## src/gpio_port_pkg.sv

```systemverilog
// Package: register offsets, subregister codes, reset values and LED level codes
package gpio_port_pkg;

  // ==========================================
  // Register offsets (byte addresses on the register port)
  localparam logic [11:0] LED_SINK_ENABLE_ADDR = 12'hF82;
  localparam logic [11:0] LED_LEVEL_UPPER_ADDR = 12'hF83;
  localparam logic [11:0] LED_LEVEL_LOWER_ADDR = 12'hF84;
  localparam logic [11:0] PORT_A_SAMPLE_ADDR = 12'hFD2;
  localparam logic [11:0] PORT_A_OUTPUT_ADDR = 12'hFD3;
  localparam logic [11:0] PORT_B_SAMPLE_ADDR = 12'hFD6;
  localparam logic [11:0] PORT_B_OUTPUT_ADDR = 12'hFD7;
  localparam logic [11:0] PORT_C_SAMPLE_ADDR = 12'hFDA;
  localparam logic [11:0] PORT_C_OUTPUT_ADDR = 12'hFDB;
  // Indirect access pair for the port subregister bank
  localparam logic [11:0] PORT_A_SUBADDR_ADDR = 12'hFD0;
  localparam logic [11:0] PORT_A_SUBCTRL_ADDR = 12'hFD1;
  localparam logic [11:0] PORT_B_SUBADDR_ADDR = 12'hFD4;
  localparam logic [11:0] PORT_B_SUBCTRL_ADDR = 12'hFD5;
  localparam logic [11:0] PORT_C_SUBADDR_ADDR = 12'hFD8;
  localparam logic [11:0] PORT_C_SUBCTRL_ADDR = 12'hFD9;

  // ==========================================
  // Subregister codes held in the port address register
  localparam logic [7:0] SUB_DIRECTION = 8'h01;
  localparam logic [7:0] SUB_ALT_ENABLE = 8'h02;
  localparam logic [7:0] SUB_OPEN_DRAIN = 8'h03;
  localparam logic [7:0] SUB_ALT_SELECT_SECOND = 8'h08;

  // ==========================================
  // Reset values
  localparam logic [7:0] OUTPUT_VALUE_RESET = 8'h00;
  localparam logic [7:0] LED_RESET = 8'h00;
  localparam logic [7:0] ALT_SECOND_RESET = 8'h00;
  localparam logic [7:0] ALT_SECOND_RESET_SMALL_A = 8'h04;
  localparam logic [7:0] DIRECTION_RESET = 8'hFF;
  localparam logic [7:0] SUBREG_RESET = 8'h00;

  // ==========================================
  // LED sink current codes {upper, lower}
  typedef enum logic [1:0] {
    LED_3MA = 2'b00,
    LED_7MA = 2'b01,
    LED_13MA = 2'b10,
    LED_20MA = 2'b11
  } led_level_e;

  localparam int PORT_COUNT = 3;
  localparam int PIN_COUNT = 8;

endpackage

```

## src/gpio_port_data_led_drive.sv

```systemverilog
// Port data registers, second alternate select subregister and Port C LED sink control
//
// The plain strobed port was chosen for this implementation.
`timescale 1ns/100ps
module gpio_port_data_led_drive
  import gpio_port_pkg::*;
#(
  parameter logic SMALL_PACKAGE = 1'b0,
  parameter logic [7:0] PORT_A_BONDED = 8'hFF,
  parameter logic [7:0] PORT_B_BONDED = 8'hFF,
  parameter logic [7:0] PORT_C_BONDED = 8'hFF
) (
  input wire logic ref_clk,
  input wire logic reset,
  input wire logic [11:0] reg_addr,
  input wire logic [7:0] reg_wdata,
  input wire logic reg_write,
  input wire logic reg_read,
  output logic [7:0] reg_rdata,
  input wire logic [23:0] pin_in,
  output logic [23:0] pin_out,
  output logic [23:0] pin_oe,
  input wire logic [23:0] alt_out,
  input wire logic [23:0] alt_oe,
  output logic [23:0] alt_set2_active,
  output logic [7:0] led_sink_on,
  output logic [15:0] led_level_code
);

  localparam logic [23:0] BONDED = {PORT_C_BONDED, PORT_B_BONDED, PORT_A_BONDED};

  // ==========================================
  // State
  logic [7:0] sub_addr [PORT_COUNT];
  logic [7:0] output_value [PORT_COUNT];
  logic [7:0] direction [PORT_COUNT];
  logic [7:0] alt_enable [PORT_COUNT];
  logic [7:0] open_drain [PORT_COUNT];
  logic [7:0] alt_function_select_second [PORT_COUNT];
  logic [7:0] led_sink_enable;
  logic [7:0] led_level_upper_bits;
  logic [7:0] led_level_lower_bits;
  logic [7:0] next_sub_addr [PORT_COUNT];
  logic [7:0] next_output_value [PORT_COUNT];
  logic [7:0] next_direction [PORT_COUNT];
  logic [7:0] next_alt_enable [PORT_COUNT];
  logic [7:0] next_open_drain [PORT_COUNT];
  logic [7:0] next_alt_second [PORT_COUNT];
  logic [7:0] next_led_sink_enable;
  logic [7:0] next_led_level_upper_bits;
  logic [7:0] next_led_level_lower_bits;
  logic [7:0] next_reg_rdata;
  logic [23:0] pin_stable;
  logic [7:0] pin_sample [PORT_COUNT];

  function automatic logic [7:0] port_base(input int p);
    case (p)
      0: port_base = 8'hD0;
      1: port_base = 8'hD4;
      default: port_base = 8'hD8;
    endcase
  endfunction

  function automatic logic [11:0] sub_ctrl_addr(input int p);
    case (p)
      0: sub_ctrl_addr = PORT_A_SUBCTRL_ADDR;
      1: sub_ctrl_addr = PORT_B_SUBCTRL_ADDR;
      default: sub_ctrl_addr = PORT_C_SUBCTRL_ADDR;
    endcase
  endfunction

  function automatic logic [11:0] sub_addr_addr(input int p);
    case (p)
      0: sub_addr_addr = PORT_A_SUBADDR_ADDR;
      1: sub_addr_addr = PORT_B_SUBADDR_ADDR;
      default: sub_addr_addr = PORT_C_SUBADDR_ADDR;
    endcase
  endfunction

  function automatic logic [11:0] out_addr(input int p);
    case (p)
      0: out_addr = PORT_A_OUTPUT_ADDR;
      1: out_addr = PORT_B_OUTPUT_ADDR;
      default: out_addr = PORT_C_OUTPUT_ADDR;
    endcase
  endfunction

  function automatic logic [11:0] sample_addr(input int p);
    case (p)
      0: sample_addr = PORT_A_SAMPLE_ADDR;
      1: sample_addr = PORT_B_SAMPLE_ADDR;
      default: sample_addr = PORT_C_SAMPLE_ADDR;
    endcase
  endfunction

  // ==========================================
  // Pin paths
  pin_sync #(.WIDTH(24)) u_sync (
    .ref_clk(ref_clk),
    .reset(reset),
    .pin_level(pin_in),
    .pin_stable(pin_stable)
  );

  for (genvar p = 0; p < PORT_COUNT; p++) begin : g_port
    assign pin_sample[p] = pin_stable[p*8 +: 8] & BONDED[p*8 +: 8];
    pin_driver #(.WIDTH(8)) u_drv (
      .output_value(output_value[p]),
      .direction_in(direction[p]),
      .open_drain(open_drain[p]),
      .alt_enable(alt_enable[p]),
      .alt_select_second(alt_function_select_second[p]),
      .alt_out(alt_out[p*8 +: 8]),
      .alt_oe(alt_oe[p*8 +: 8]),
      .bonded(BONDED[p*8 +: 8]),
      .pin_out(pin_out[p*8 +: 8]),
      .pin_oe(pin_oe[p*8 +: 8]),
      .alt_set2_active(alt_set2_active[p*8 +: 8])
    );
  end

  // ==========================================
  // LED sink outputs
  always_comb begin
    for (int i = 0; i < 8; i++) begin
      led_sink_on[i] = led_sink_enable[i];
      // per pin two bit level code
      led_level_code[i*2 +: 2] = {led_level_upper_bits[i], led_level_lower_bits[i]};
    end
  end

  // ==========================================
  // Register writes and read data
  always_comb begin
    next_led_sink_enable = led_sink_enable;
    next_led_level_upper_bits = led_level_upper_bits;
    next_led_level_lower_bits = led_level_lower_bits;
    next_reg_rdata = 8'h00;
    for (int p = 0; p < PORT_COUNT; p++) begin
      next_sub_addr[p] = sub_addr[p];
      next_output_value[p] = output_value[p];
      next_direction[p] = direction[p];
      next_alt_enable[p] = alt_enable[p];
      next_open_drain[p] = open_drain[p];
      next_alt_second[p] = alt_function_select_second[p];
    end
    if (reg_write) begin
      if (reg_addr == LED_SINK_ENABLE_ADDR) begin
        next_led_sink_enable = reg_wdata;
      end
      if (reg_addr == LED_LEVEL_UPPER_ADDR) begin
        next_led_level_upper_bits = reg_wdata;
      end
      if (reg_addr == LED_LEVEL_LOWER_ADDR) begin
        next_led_level_lower_bits = reg_wdata;
      end
      for (int p = 0; p < PORT_COUNT; p++) begin
        if (reg_addr == sub_addr_addr(p)) begin
          next_sub_addr[p] = reg_wdata;
        end
        if (reg_addr == out_addr(p)) begin
          next_output_value[p] = reg_wdata;
        end
        if (reg_addr == sub_ctrl_addr(p)) begin
          case (sub_addr[p])
            SUB_DIRECTION: next_direction[p] = reg_wdata;
            SUB_ALT_ENABLE: next_alt_enable[p] = reg_wdata;
            SUB_OPEN_DRAIN: next_open_drain[p] = reg_wdata;
            SUB_ALT_SELECT_SECOND: next_alt_second[p] = reg_wdata;
            default: next_alt_second[p] = alt_function_select_second[p];
          endcase
        end
      end
    end
    if (reg_read) begin
      if (reg_addr == LED_SINK_ENABLE_ADDR) next_reg_rdata = led_sink_enable;
      if (reg_addr == LED_LEVEL_UPPER_ADDR) next_reg_rdata = led_level_upper_bits;
      if (reg_addr == LED_LEVEL_LOWER_ADDR) next_reg_rdata = led_level_lower_bits;
      for (int p = 0; p < PORT_COUNT; p++) begin
        if (reg_addr == sub_addr_addr(p)) next_reg_rdata = sub_addr[p];
        if (reg_addr == out_addr(p)) next_reg_rdata = output_value[p];
        if (reg_addr == sample_addr(p)) next_reg_rdata = pin_sample[p];
        if (reg_addr == sub_ctrl_addr(p)) begin
          case (sub_addr[p])
            SUB_DIRECTION: next_reg_rdata = direction[p];
            SUB_ALT_ENABLE: next_reg_rdata = alt_enable[p];
            SUB_OPEN_DRAIN: next_reg_rdata = open_drain[p];
            SUB_ALT_SELECT_SECOND: next_reg_rdata = alt_function_select_second[p];
            default: next_reg_rdata = 8'h00;
          endcase
        end
      end
    end
  end

  always_ff @(posedge ref_clk or posedge reset) begin
    if (reset) begin
      led_sink_enable <= LED_RESET;
      led_level_upper_bits <= LED_RESET;
      led_level_lower_bits <= LED_RESET;
      reg_rdata <= 8'h00;
      for (int p = 0; p < PORT_COUNT; p++) begin
        sub_addr[p] <= SUBREG_RESET;
        output_value[p] <= OUTPUT_VALUE_RESET;
        direction[p] <= DIRECTION_RESET;
        alt_enable[p] <= SUBREG_RESET;
        open_drain[p] <= SUBREG_RESET;
        alt_function_select_second[p] <= (SMALL_PACKAGE && p == 0) ?
            ALT_SECOND_RESET_SMALL_A : ALT_SECOND_RESET;
      end
    end else begin
      led_sink_enable <= next_led_sink_enable;
      led_level_upper_bits <= next_led_level_upper_bits;
      led_level_lower_bits <= next_led_level_lower_bits;
      reg_rdata <= next_reg_rdata;
      for (int p = 0; p < PORT_COUNT; p++) begin
        sub_addr[p] <= next_sub_addr[p];
        output_value[p] <= next_output_value[p];
        direction[p] <= next_direction[p];
        alt_enable[p] <= next_alt_enable[p];
        open_drain[p] <= next_open_drain[p];
        alt_function_select_second[p] <= next_alt_second[p];
      end
    end
  end

  // ==========================================
  // Assertions
  a_sample_read_data: assert property (@(posedge ref_clk) disable iff (reset)
    reg_read && reg_addr == PORT_C_SAMPLE_ADDR |=> reg_rdata == $past(pin_sample[2]))
    else $error("input data read mismatch");
  // Skips the two edges after reset, while the chain still holds its cleared value
  a_sample_two_flops: assert property (@(posedge ref_clk) disable iff (reset)
    !$past(reset) && !$past(reset, 2) |-> pin_stable == $past(pin_in, 2))
    else $error("pin sample not two cycles late");
  a_unbonded_reads_zero: assert property (@(posedge ref_clk) disable iff (reset)
    (pin_sample[2] & ~PORT_C_BONDED) == 8'h00)
    else $error("unbonded pin read nonzero");
  a_indirect_write_hits: assert property (@(posedge ref_clk) disable iff (reset)
    reg_write && reg_addr == PORT_B_SUBCTRL_ADDR && sub_addr[1] == SUB_ALT_SELECT_SECOND
    |=> alt_function_select_second[1] == $past(reg_wdata))
    else $error("second select write lost");
  a_indirect_other_code: assert property (@(posedge ref_clk) disable iff (reset)
    reg_write && sub_addr[0] != SUB_ALT_SELECT_SECOND |=> $stable(alt_function_select_second[0]))
    else $error("second select written at wrong code");
  a_open_drain_high: assert property (@(posedge ref_clk) disable iff (reset)
    open_drain[0][0] && output_value[0][0] && !alt_enable[0][0] |-> !pin_oe[0])
    else $error("open drain drove high");
  a_output_drives: assert property (@(posedge ref_clk) disable iff (reset)
    !direction[1][3] && !alt_enable[1][3] && !open_drain[1][3] && BONDED[11]
    |-> pin_oe[11] && pin_out[11] == output_value[1][3])
    else $error("output data not driven");
  a_alt_needs_enable: assert property (@(posedge ref_clk) disable iff (reset)
    !alt_enable[2][5] |-> !alt_set2_active[21])
    else $error("alternate routed without enable");
  a_led_follows_enable: assert property (@(posedge ref_clk) disable iff (reset)
    reg_write && reg_addr == LED_SINK_ENABLE_ADDR |=> led_sink_on == $past(reg_wdata))
    else $error("led sink not following enable");
  a_led_level_code: assert property (@(posedge ref_clk) disable iff (reset)
    led_level_code[15:14] == {led_level_upper_bits[7], led_level_lower_bits[7]})
    else $error("led level code wrong");
  a_second_select_reset: assert property (@(posedge ref_clk) disable iff (reset)
    $fell(reset) |-> alt_function_select_second[2] == ALT_SECOND_RESET
    && alt_function_select_second[0] == (SMALL_PACKAGE ? ALT_SECOND_RESET_SMALL_A
    : ALT_SECOND_RESET))
    else $error("second select reset value wrong");
  a_reset_values: assert property (@(posedge ref_clk) disable iff (reset)
    $fell(reset) |-> output_value[1] == OUTPUT_VALUE_RESET && led_sink_on == LED_RESET
    && led_level_code == {LED_RESET, LED_RESET})
    else $error("register reset value wrong");
  a_sample_read_only: assert property (@(posedge ref_clk) disable iff (reset)
    reg_write && reg_addr == PORT_A_SAMPLE_ADDR
    |=> $stable(output_value[0]) && $stable(sub_addr[0]))
    else $error("write reached read-only sample register");
  a_rdata_idle: assert property (@(posedge ref_clk) disable iff (reset)
    !reg_read |=> reg_rdata == 8'h00)
    else $error("read data stood past its cycle");
  a_level_pairs_apart: assert property (@(posedge ref_clk) disable iff (reset)
    reg_write && reg_addr == LED_LEVEL_UPPER_ADDR |=> $stable(led_level_lower_bits))
    else $error("upper level write disturbed lower bits");

  c_led_full_current: cover property (@(posedge ref_clk) led_level_code[1:0] == LED_20MA);
  c_alt_second_write: cover property (@(posedge ref_clk)
    reg_write && reg_addr == PORT_A_SUBCTRL_ADDR && sub_addr[0] == SUB_ALT_SELECT_SECOND);
  c_open_drain_low: cover property (@(posedge ref_clk) open_drain[2][0] && pin_oe[16]);
  c_led_sink_with_alt: cover property (@(posedge ref_clk) led_sink_on[1] && alt_enable[2][1]);

endmodule

```

## src/pin_sync.sv

```systemverilog
// Two-flop synchroniser for the pin levels of all three ports
`timescale 1ns/100ps
module pin_sync
  import gpio_port_pkg::*;
#(
  parameter int WIDTH = 8
) (
  input wire logic ref_clk,
  input wire logic reset,
  input wire logic [WIDTH-1:0] pin_level,
  output logic [WIDTH-1:0] pin_stable
);

  logic [WIDTH-1:0] stage_one;
  logic [WIDTH-1:0] next_stage_one;
  logic [WIDTH-1:0] next_pin_stable;

  // ==========================================
  // Synchroniser
  always_comb begin
    next_stage_one = pin_level;
    next_pin_stable = stage_one;
  end

  always_ff @(posedge ref_clk or posedge reset) begin
    if (reset) begin
      stage_one <= '0;
      pin_stable <= '0;
    end else begin
      stage_one <= next_stage_one;
      pin_stable <= next_pin_stable;
    end
  end

endmodule

```

## src/pin_driver.sv

```systemverilog
// Per-port pin drive: output data, direction, open drain, alternate routing
`timescale 1ns/100ps
module pin_driver
  import gpio_port_pkg::*;
#(
  parameter int WIDTH = 8
) (
  input wire logic [WIDTH-1:0] output_value,
  input wire logic [WIDTH-1:0] direction_in,
  input wire logic [WIDTH-1:0] open_drain,
  input wire logic [WIDTH-1:0] alt_enable,
  input wire logic [WIDTH-1:0] alt_select_second,
  input wire logic [WIDTH-1:0] alt_out,
  input wire logic [WIDTH-1:0] alt_oe,
  input wire logic [WIDTH-1:0] bonded,
  output logic [WIDTH-1:0] pin_out,
  output logic [WIDTH-1:0] pin_oe,
  output logic [WIDTH-1:0] alt_set2_active
);

  // ==========================================
  // Drive selection
  always_comb begin
    for (int i = 0; i < WIDTH; i++) begin
      // select bit routes only with enable
      alt_set2_active[i] = alt_enable[i] & alt_select_second[i];
      if (alt_enable[i]) begin
        pin_out[i] = alt_out[i];
        pin_oe[i] = alt_oe[i] & bonded[i];
      end else begin
        // data drives only as plain output
        pin_out[i] = output_value[i];
        pin_oe[i] = ~direction_in[i] & bonded[i] & ~(open_drain[i] & output_value[i]);
      end
    end
  end

endmodule

```

## config.mk

```make
export PLATFORM = sky130hd
export DESIGN_NAME = gpio_port_data_led_drive
export DESIGN_NICKNAME = d
export VERILOG_FILES = /design/src/gpio_port_pkg.sv /design/src/gpio_port_data_led_drive.sv /design/src/pin_sync.sv /design/src/pin_driver.sv
export SDC_FILE = /design/constraint.sdc
export NUM_CORES = 1
export LEC_CHECK = 0
export BUFFER_PORTS_ARGS = -buffer_cell sky130_fd_sc_hd__buf_2
export CAP_MARGIN = 20
export CORE_ASPECT_RATIO = 0.6
export CORE_MARGIN = 2
export CORE_UTILIZATION = 55
export CTS_BUF_LIST = sky130_fd_sc_hd__clkbuf_2 sky130_fd_sc_hd__clkbuf_4 sky130_fd_sc_hd__clkbuf_8
export CTS_CLUSTER_SIZE = 28
export DETAILED_ROUTE_END_ITERATION = 16
export MAX_ROUTING_LAYER = met4
export PLACE_DENSITY_LB_ADDON = 0.2
export SYNTH_ARGS = -nofsm -noshare
export SYNTH_HDL_FRONTEND = slang
export SYNTH_HIERARCHICAL = 1
export SYNTH_SLANG_ARGS = --single-unit
```

## constraint.sdc

```tcl
create_clock -name ref_clk -period 9 [get_ports ref_clk]
set_clock_uncertainty 0.15 [all_clocks]
set_input_delay 1.35 -clock ref_clk [delete_from_list [all_inputs] [get_ports ref_clk]]
set_output_delay 1.35 -clock ref_clk [all_outputs]
set_load 0.02 [all_outputs]
```

==> results.txt <==
The proportion of synthesized chip area in sequential cells came out at 0.4927. In the post-synthesis netlist, the cell with the most instances is dfrtp_1. The H-tree depth came out at 2. The post-synth design cell area is 11440 µm². The count of antenna-violating nets left after detailed routing came out at 0.

The most critical setup path has its endpoint at output_value[19]. The die is 190.2 µm wide. The violation count after the first detailed-route iteration is 910.

The synthesized netlist cell count came out at 950. The placed instance count is 1398. The critical path is of the in2reg type.

The run finished with clean final reports. Measured in cells, the most critical reg-to-reg path has a length of 6. The fraction of the cycle the final worst path needs is 0.4257. The worst-case IR drop observed on VDD is approximately 130 µV.

The die extent in y is 115.7 µm. Data arrives at the worst endpoint at about 4000 ps. The count of pins on the block boundary came out at 200. The maximum clock frequency came out at 0.2610 GHz. The sum of routed wire length over all layers is approximately 34000 µm. The layout overhead on the synthesized area came out at 17.92%.

The number of setup violations in the final report came out at 0. The global placer's final weighted congestion came out at approximately 1. Summed over all nets, the half-perimeter wirelength after detailed placement is between 20000 and 25000 µm. The fill cell total of the finished layout came out at 1562. The total of cells resized after clock tree synthesis came out at 0. The number of global-route vias before repair came out at around 8600. The maximum number of pins on one net before global-route repair came out at about 100. The async set-or-reset flop fraction in the synthesized netlist came out at 1.000. The tightest hold margin is approximately 180 ps. The flip-flop and latch count after synthesis is around 220. The startpoint of the worst-slack reg-to-reg timing path is sub_addr[16]. The number of warnings reported in the yosys synthesis log is 6. The total setup buffers inserted after CTS came out at 0.

The area share of the leading cell type in the synthesized netlist came out at 0.4375. The first global-routing pass estimated approximately 52000 µm of wire. The number of antenna cells inserted came out at 0.

Ranked by total cell area, the synthesized netlist is headed by dfrtp_1 (44%), mux2_2 (19%), dfstp_2 (5.5%), a21boi_2 (2.4%), nand2_1 (2.2%). The number of flops mapped to enable cells by yosys is 0. The initial antenna violation count is 1.

The area of the die came out at 22000 µm². The power density relative to cell area came out at 156.1 nW/µm². The per-cell via count in the routed design is around 6. The worst setup path is captured at a flip-flop.

Among all flip-flop cells after synthesis, the most frequent one is dfrtp_1. For this configuration, the core starts out at a cell density of 0.5657. The number of hold buffers added after CTS was 0.

The cell count of the worst hold path came out at 0. Tracing the worst setup path back leads to its startpoint at reg_addr[0]. Row generation in the floorplan step produced 40 rows. Setup repair after global routing left no endpoint under its margin.

The worst endpoint required time came out at a little over 9000 ps. Clock tree synthesis selected as its root buffer the cell clkbuf_8. The leading area contributor after synthesis is dfrtp_1. The worst flop-to-flop path endpoint is reg_rdata[6]. Before antenna repair, the detailed router went through 5 iterations.

The total clock buffers created by CTS is 34. Once layout is complete, the cells apart from fillers number 1460. The largest fanout of any net on the critical path is 35. The class of the tightest hold or removal check is reg2reg.

The clock transition time at the flip-flop clock pins of the worst setup and hold paths is roughly 60 ps. The synthesized area per cell is 12.04 µm². TritonCTS built the clock tree. For this design the static power due to leakage is approximately 6.6 nW.

The count of vias placed by the detailed router is approximately 9000. The reported max-cap violation count is 0. The final sum of negative setup slack came out at 0 ps. The core box area came out at just over 20000 µm². The global-route total usage across every layer came out at 0.3252. After detailed routing, the average wire length per cell comes to about 23 µm. The number of sinks handled by clock tree synthesis came out at approximately 220.

The clock tree buffer depth came out at 3. The final number of hold-violating endpoints is 0. The launching element type of the critical path is an input port. The distinct cell type count of the synthesized netlist came out at 75. After layout, the minimum clock period comes to about 3800 ps. The slack of the worst reg-to-reg path is 5830 ps. The worst slew margin relative to its limit is 0.3581.

Of the cells placed in the final design, the portion with a size suffix greater than 1 is 0.4853. The global-route congestion overflow total came out at 0. The net count of the finished layout is around 1300. By count the netlist is led by dfrtp_1 (200), mux2_2 (197), nand2_1 (66), o21ai_0 (41), clkbuf_1 (39). The later-pin clock latency in the skew report came out at between 500 and 600 ps. The count of port buffers added during placement is 199. The total count of max-transition violations in the final report came out at 0. The slew at the pin with the worst max-slew slack is approximately 960 ps. The share of the core filled with cells came out at 0.6671. The number of design rule violations left after detail routing came out at 0.
cells by family (layout without fill, tap and decap cells):
| logic type | Yosys count | after routing | share of synthesized area |
|---|---|---|---|
| AND/OR/NAND/NOR | 227 | 227 | 0.1225 |
| flip-flops | 224 | 224 | 0.4927 |
| multiplexers | 222 | 222 | 0.2193 |
| AO/OA/AOI/OAI | 219 | 219 | 0.1446 |
| buffers and inverters | 56 | 270 | 0.01980 |
| other | 1 | 24 | 0.0003278 |
| XOR/XNOR | 1 | 1 | 0.0007658 |
worst max-delay path: stages:
cell,delay [ps]
buf_2,590
nand2_1,430
nor2_1,570
nand2_1,280
nor2_2,450
mux2_2,390
through the flow:
| stage | power (mW) | area, µm² | setup WS (ps) |
|---|---|---|---|
| after floorplan | 1.110 | 11520 | 2766 |
| after global placement | 1.167 | 12690 | 4901 |
| after detailed placement | 1.168 | 12690 | 4819 |
| after CTS | 2.116 | 13470 | 5359 |
| after global routing | 2.177 | 13490 | 5130 |
| final | 2.105 | 13490 | 5169 |
state kept, by name (all words and copies together), names as in the netlist:
register / flops
led_level_upper_bits: 8
alt_enable: 24
direction: 24
u_sync/next_pin_stable: 24
sub_addr: 24
output_value: 24
led_level_lower_bits: 8
u_sync/pin_stable: 24
alt_function_select_second: 24
open_drain: 24
led_sink_on: 8
reg_rdata: 8
cells in the final DEF, fill, tap and decap left out, types with 4 or more instances in the layout:
cell and count:
a31oi_1 7, mux2i_1 17, nand4_1 7, nor2b_1 15, a221oi_1 11, o21ai_0 41
a22oi_1 22, mux2_4 8, nor2_1 30, dfrtp_1 200, or4_1 4, nor2_2 11
a21o_1 4, nand3_1 19, a21oi_1 23, o22ai_1 11, o221ai_1 6, inv_1 4
o211ai_1 6, dfstp_2 24, a21boi_2 24, mux2_2 197, nand2_1 66, clkbuf_8 45
and2_1 4, conb_1 24, a211oi_1 8, nand2b_1 9, and2_2 21, a211o_1 24
clkbuf_4 13, a22o_1 11, buf_2 199
layout make-up:
type | count | area [µm²] | share of cell area
clock inverter | 3 | 65.06 | 0.004824
tap | 273 | 341.6 | 0.02532
inverter | 6 | 27.53 | 0.002041
timing repair buffer | 203 | 1039 | 0.07699
clock buffer | 58 | 716.9 | 0.05315
sequential | 224 | 5635 | 0.4178
multi-input combinational | 693 | 5663 | 0.4199
power breakdown:
group	switching (mW)	internal (mW)
sequential	0.00848	1.02
combinational	0.0858	0.0384
clock	0.395	0.558
total	0.489	1.62
metal layers:
layer	track usage	wire length [µm]	vias to the layer above
met1	0.4991	16210	4532
met5	-	0	-
li1	-	-	3966
met4	0.05788	439	0
met2	0.4521	14520	450
met3	0.05996	3097	49
worst min-delay path by stage:
stage,from,slack [ps],end
3_5_place_dp,u_sync/next_pin_stable[9],180,u_sync/pin_stable[9]
4_1_cts,u_sync/next_pin_stable[15],180,u_sync/pin_stable[15]
6_report,u_sync/next_pin_stable[15],180,u_sync/pin_stable[15]
2_1_floorplan,u_sync/next_pin_stable[0],180,u_sync/pin_stable[0]
3_3_place_gp,u_sync/next_pin_stable[20],180,u_sync/pin_stable[20]
5_1_grt,u_sync/next_pin_stable[7],200,u_sync/pin_stable[7]
No activity file was read; power rests on OpenSTA's default activity.
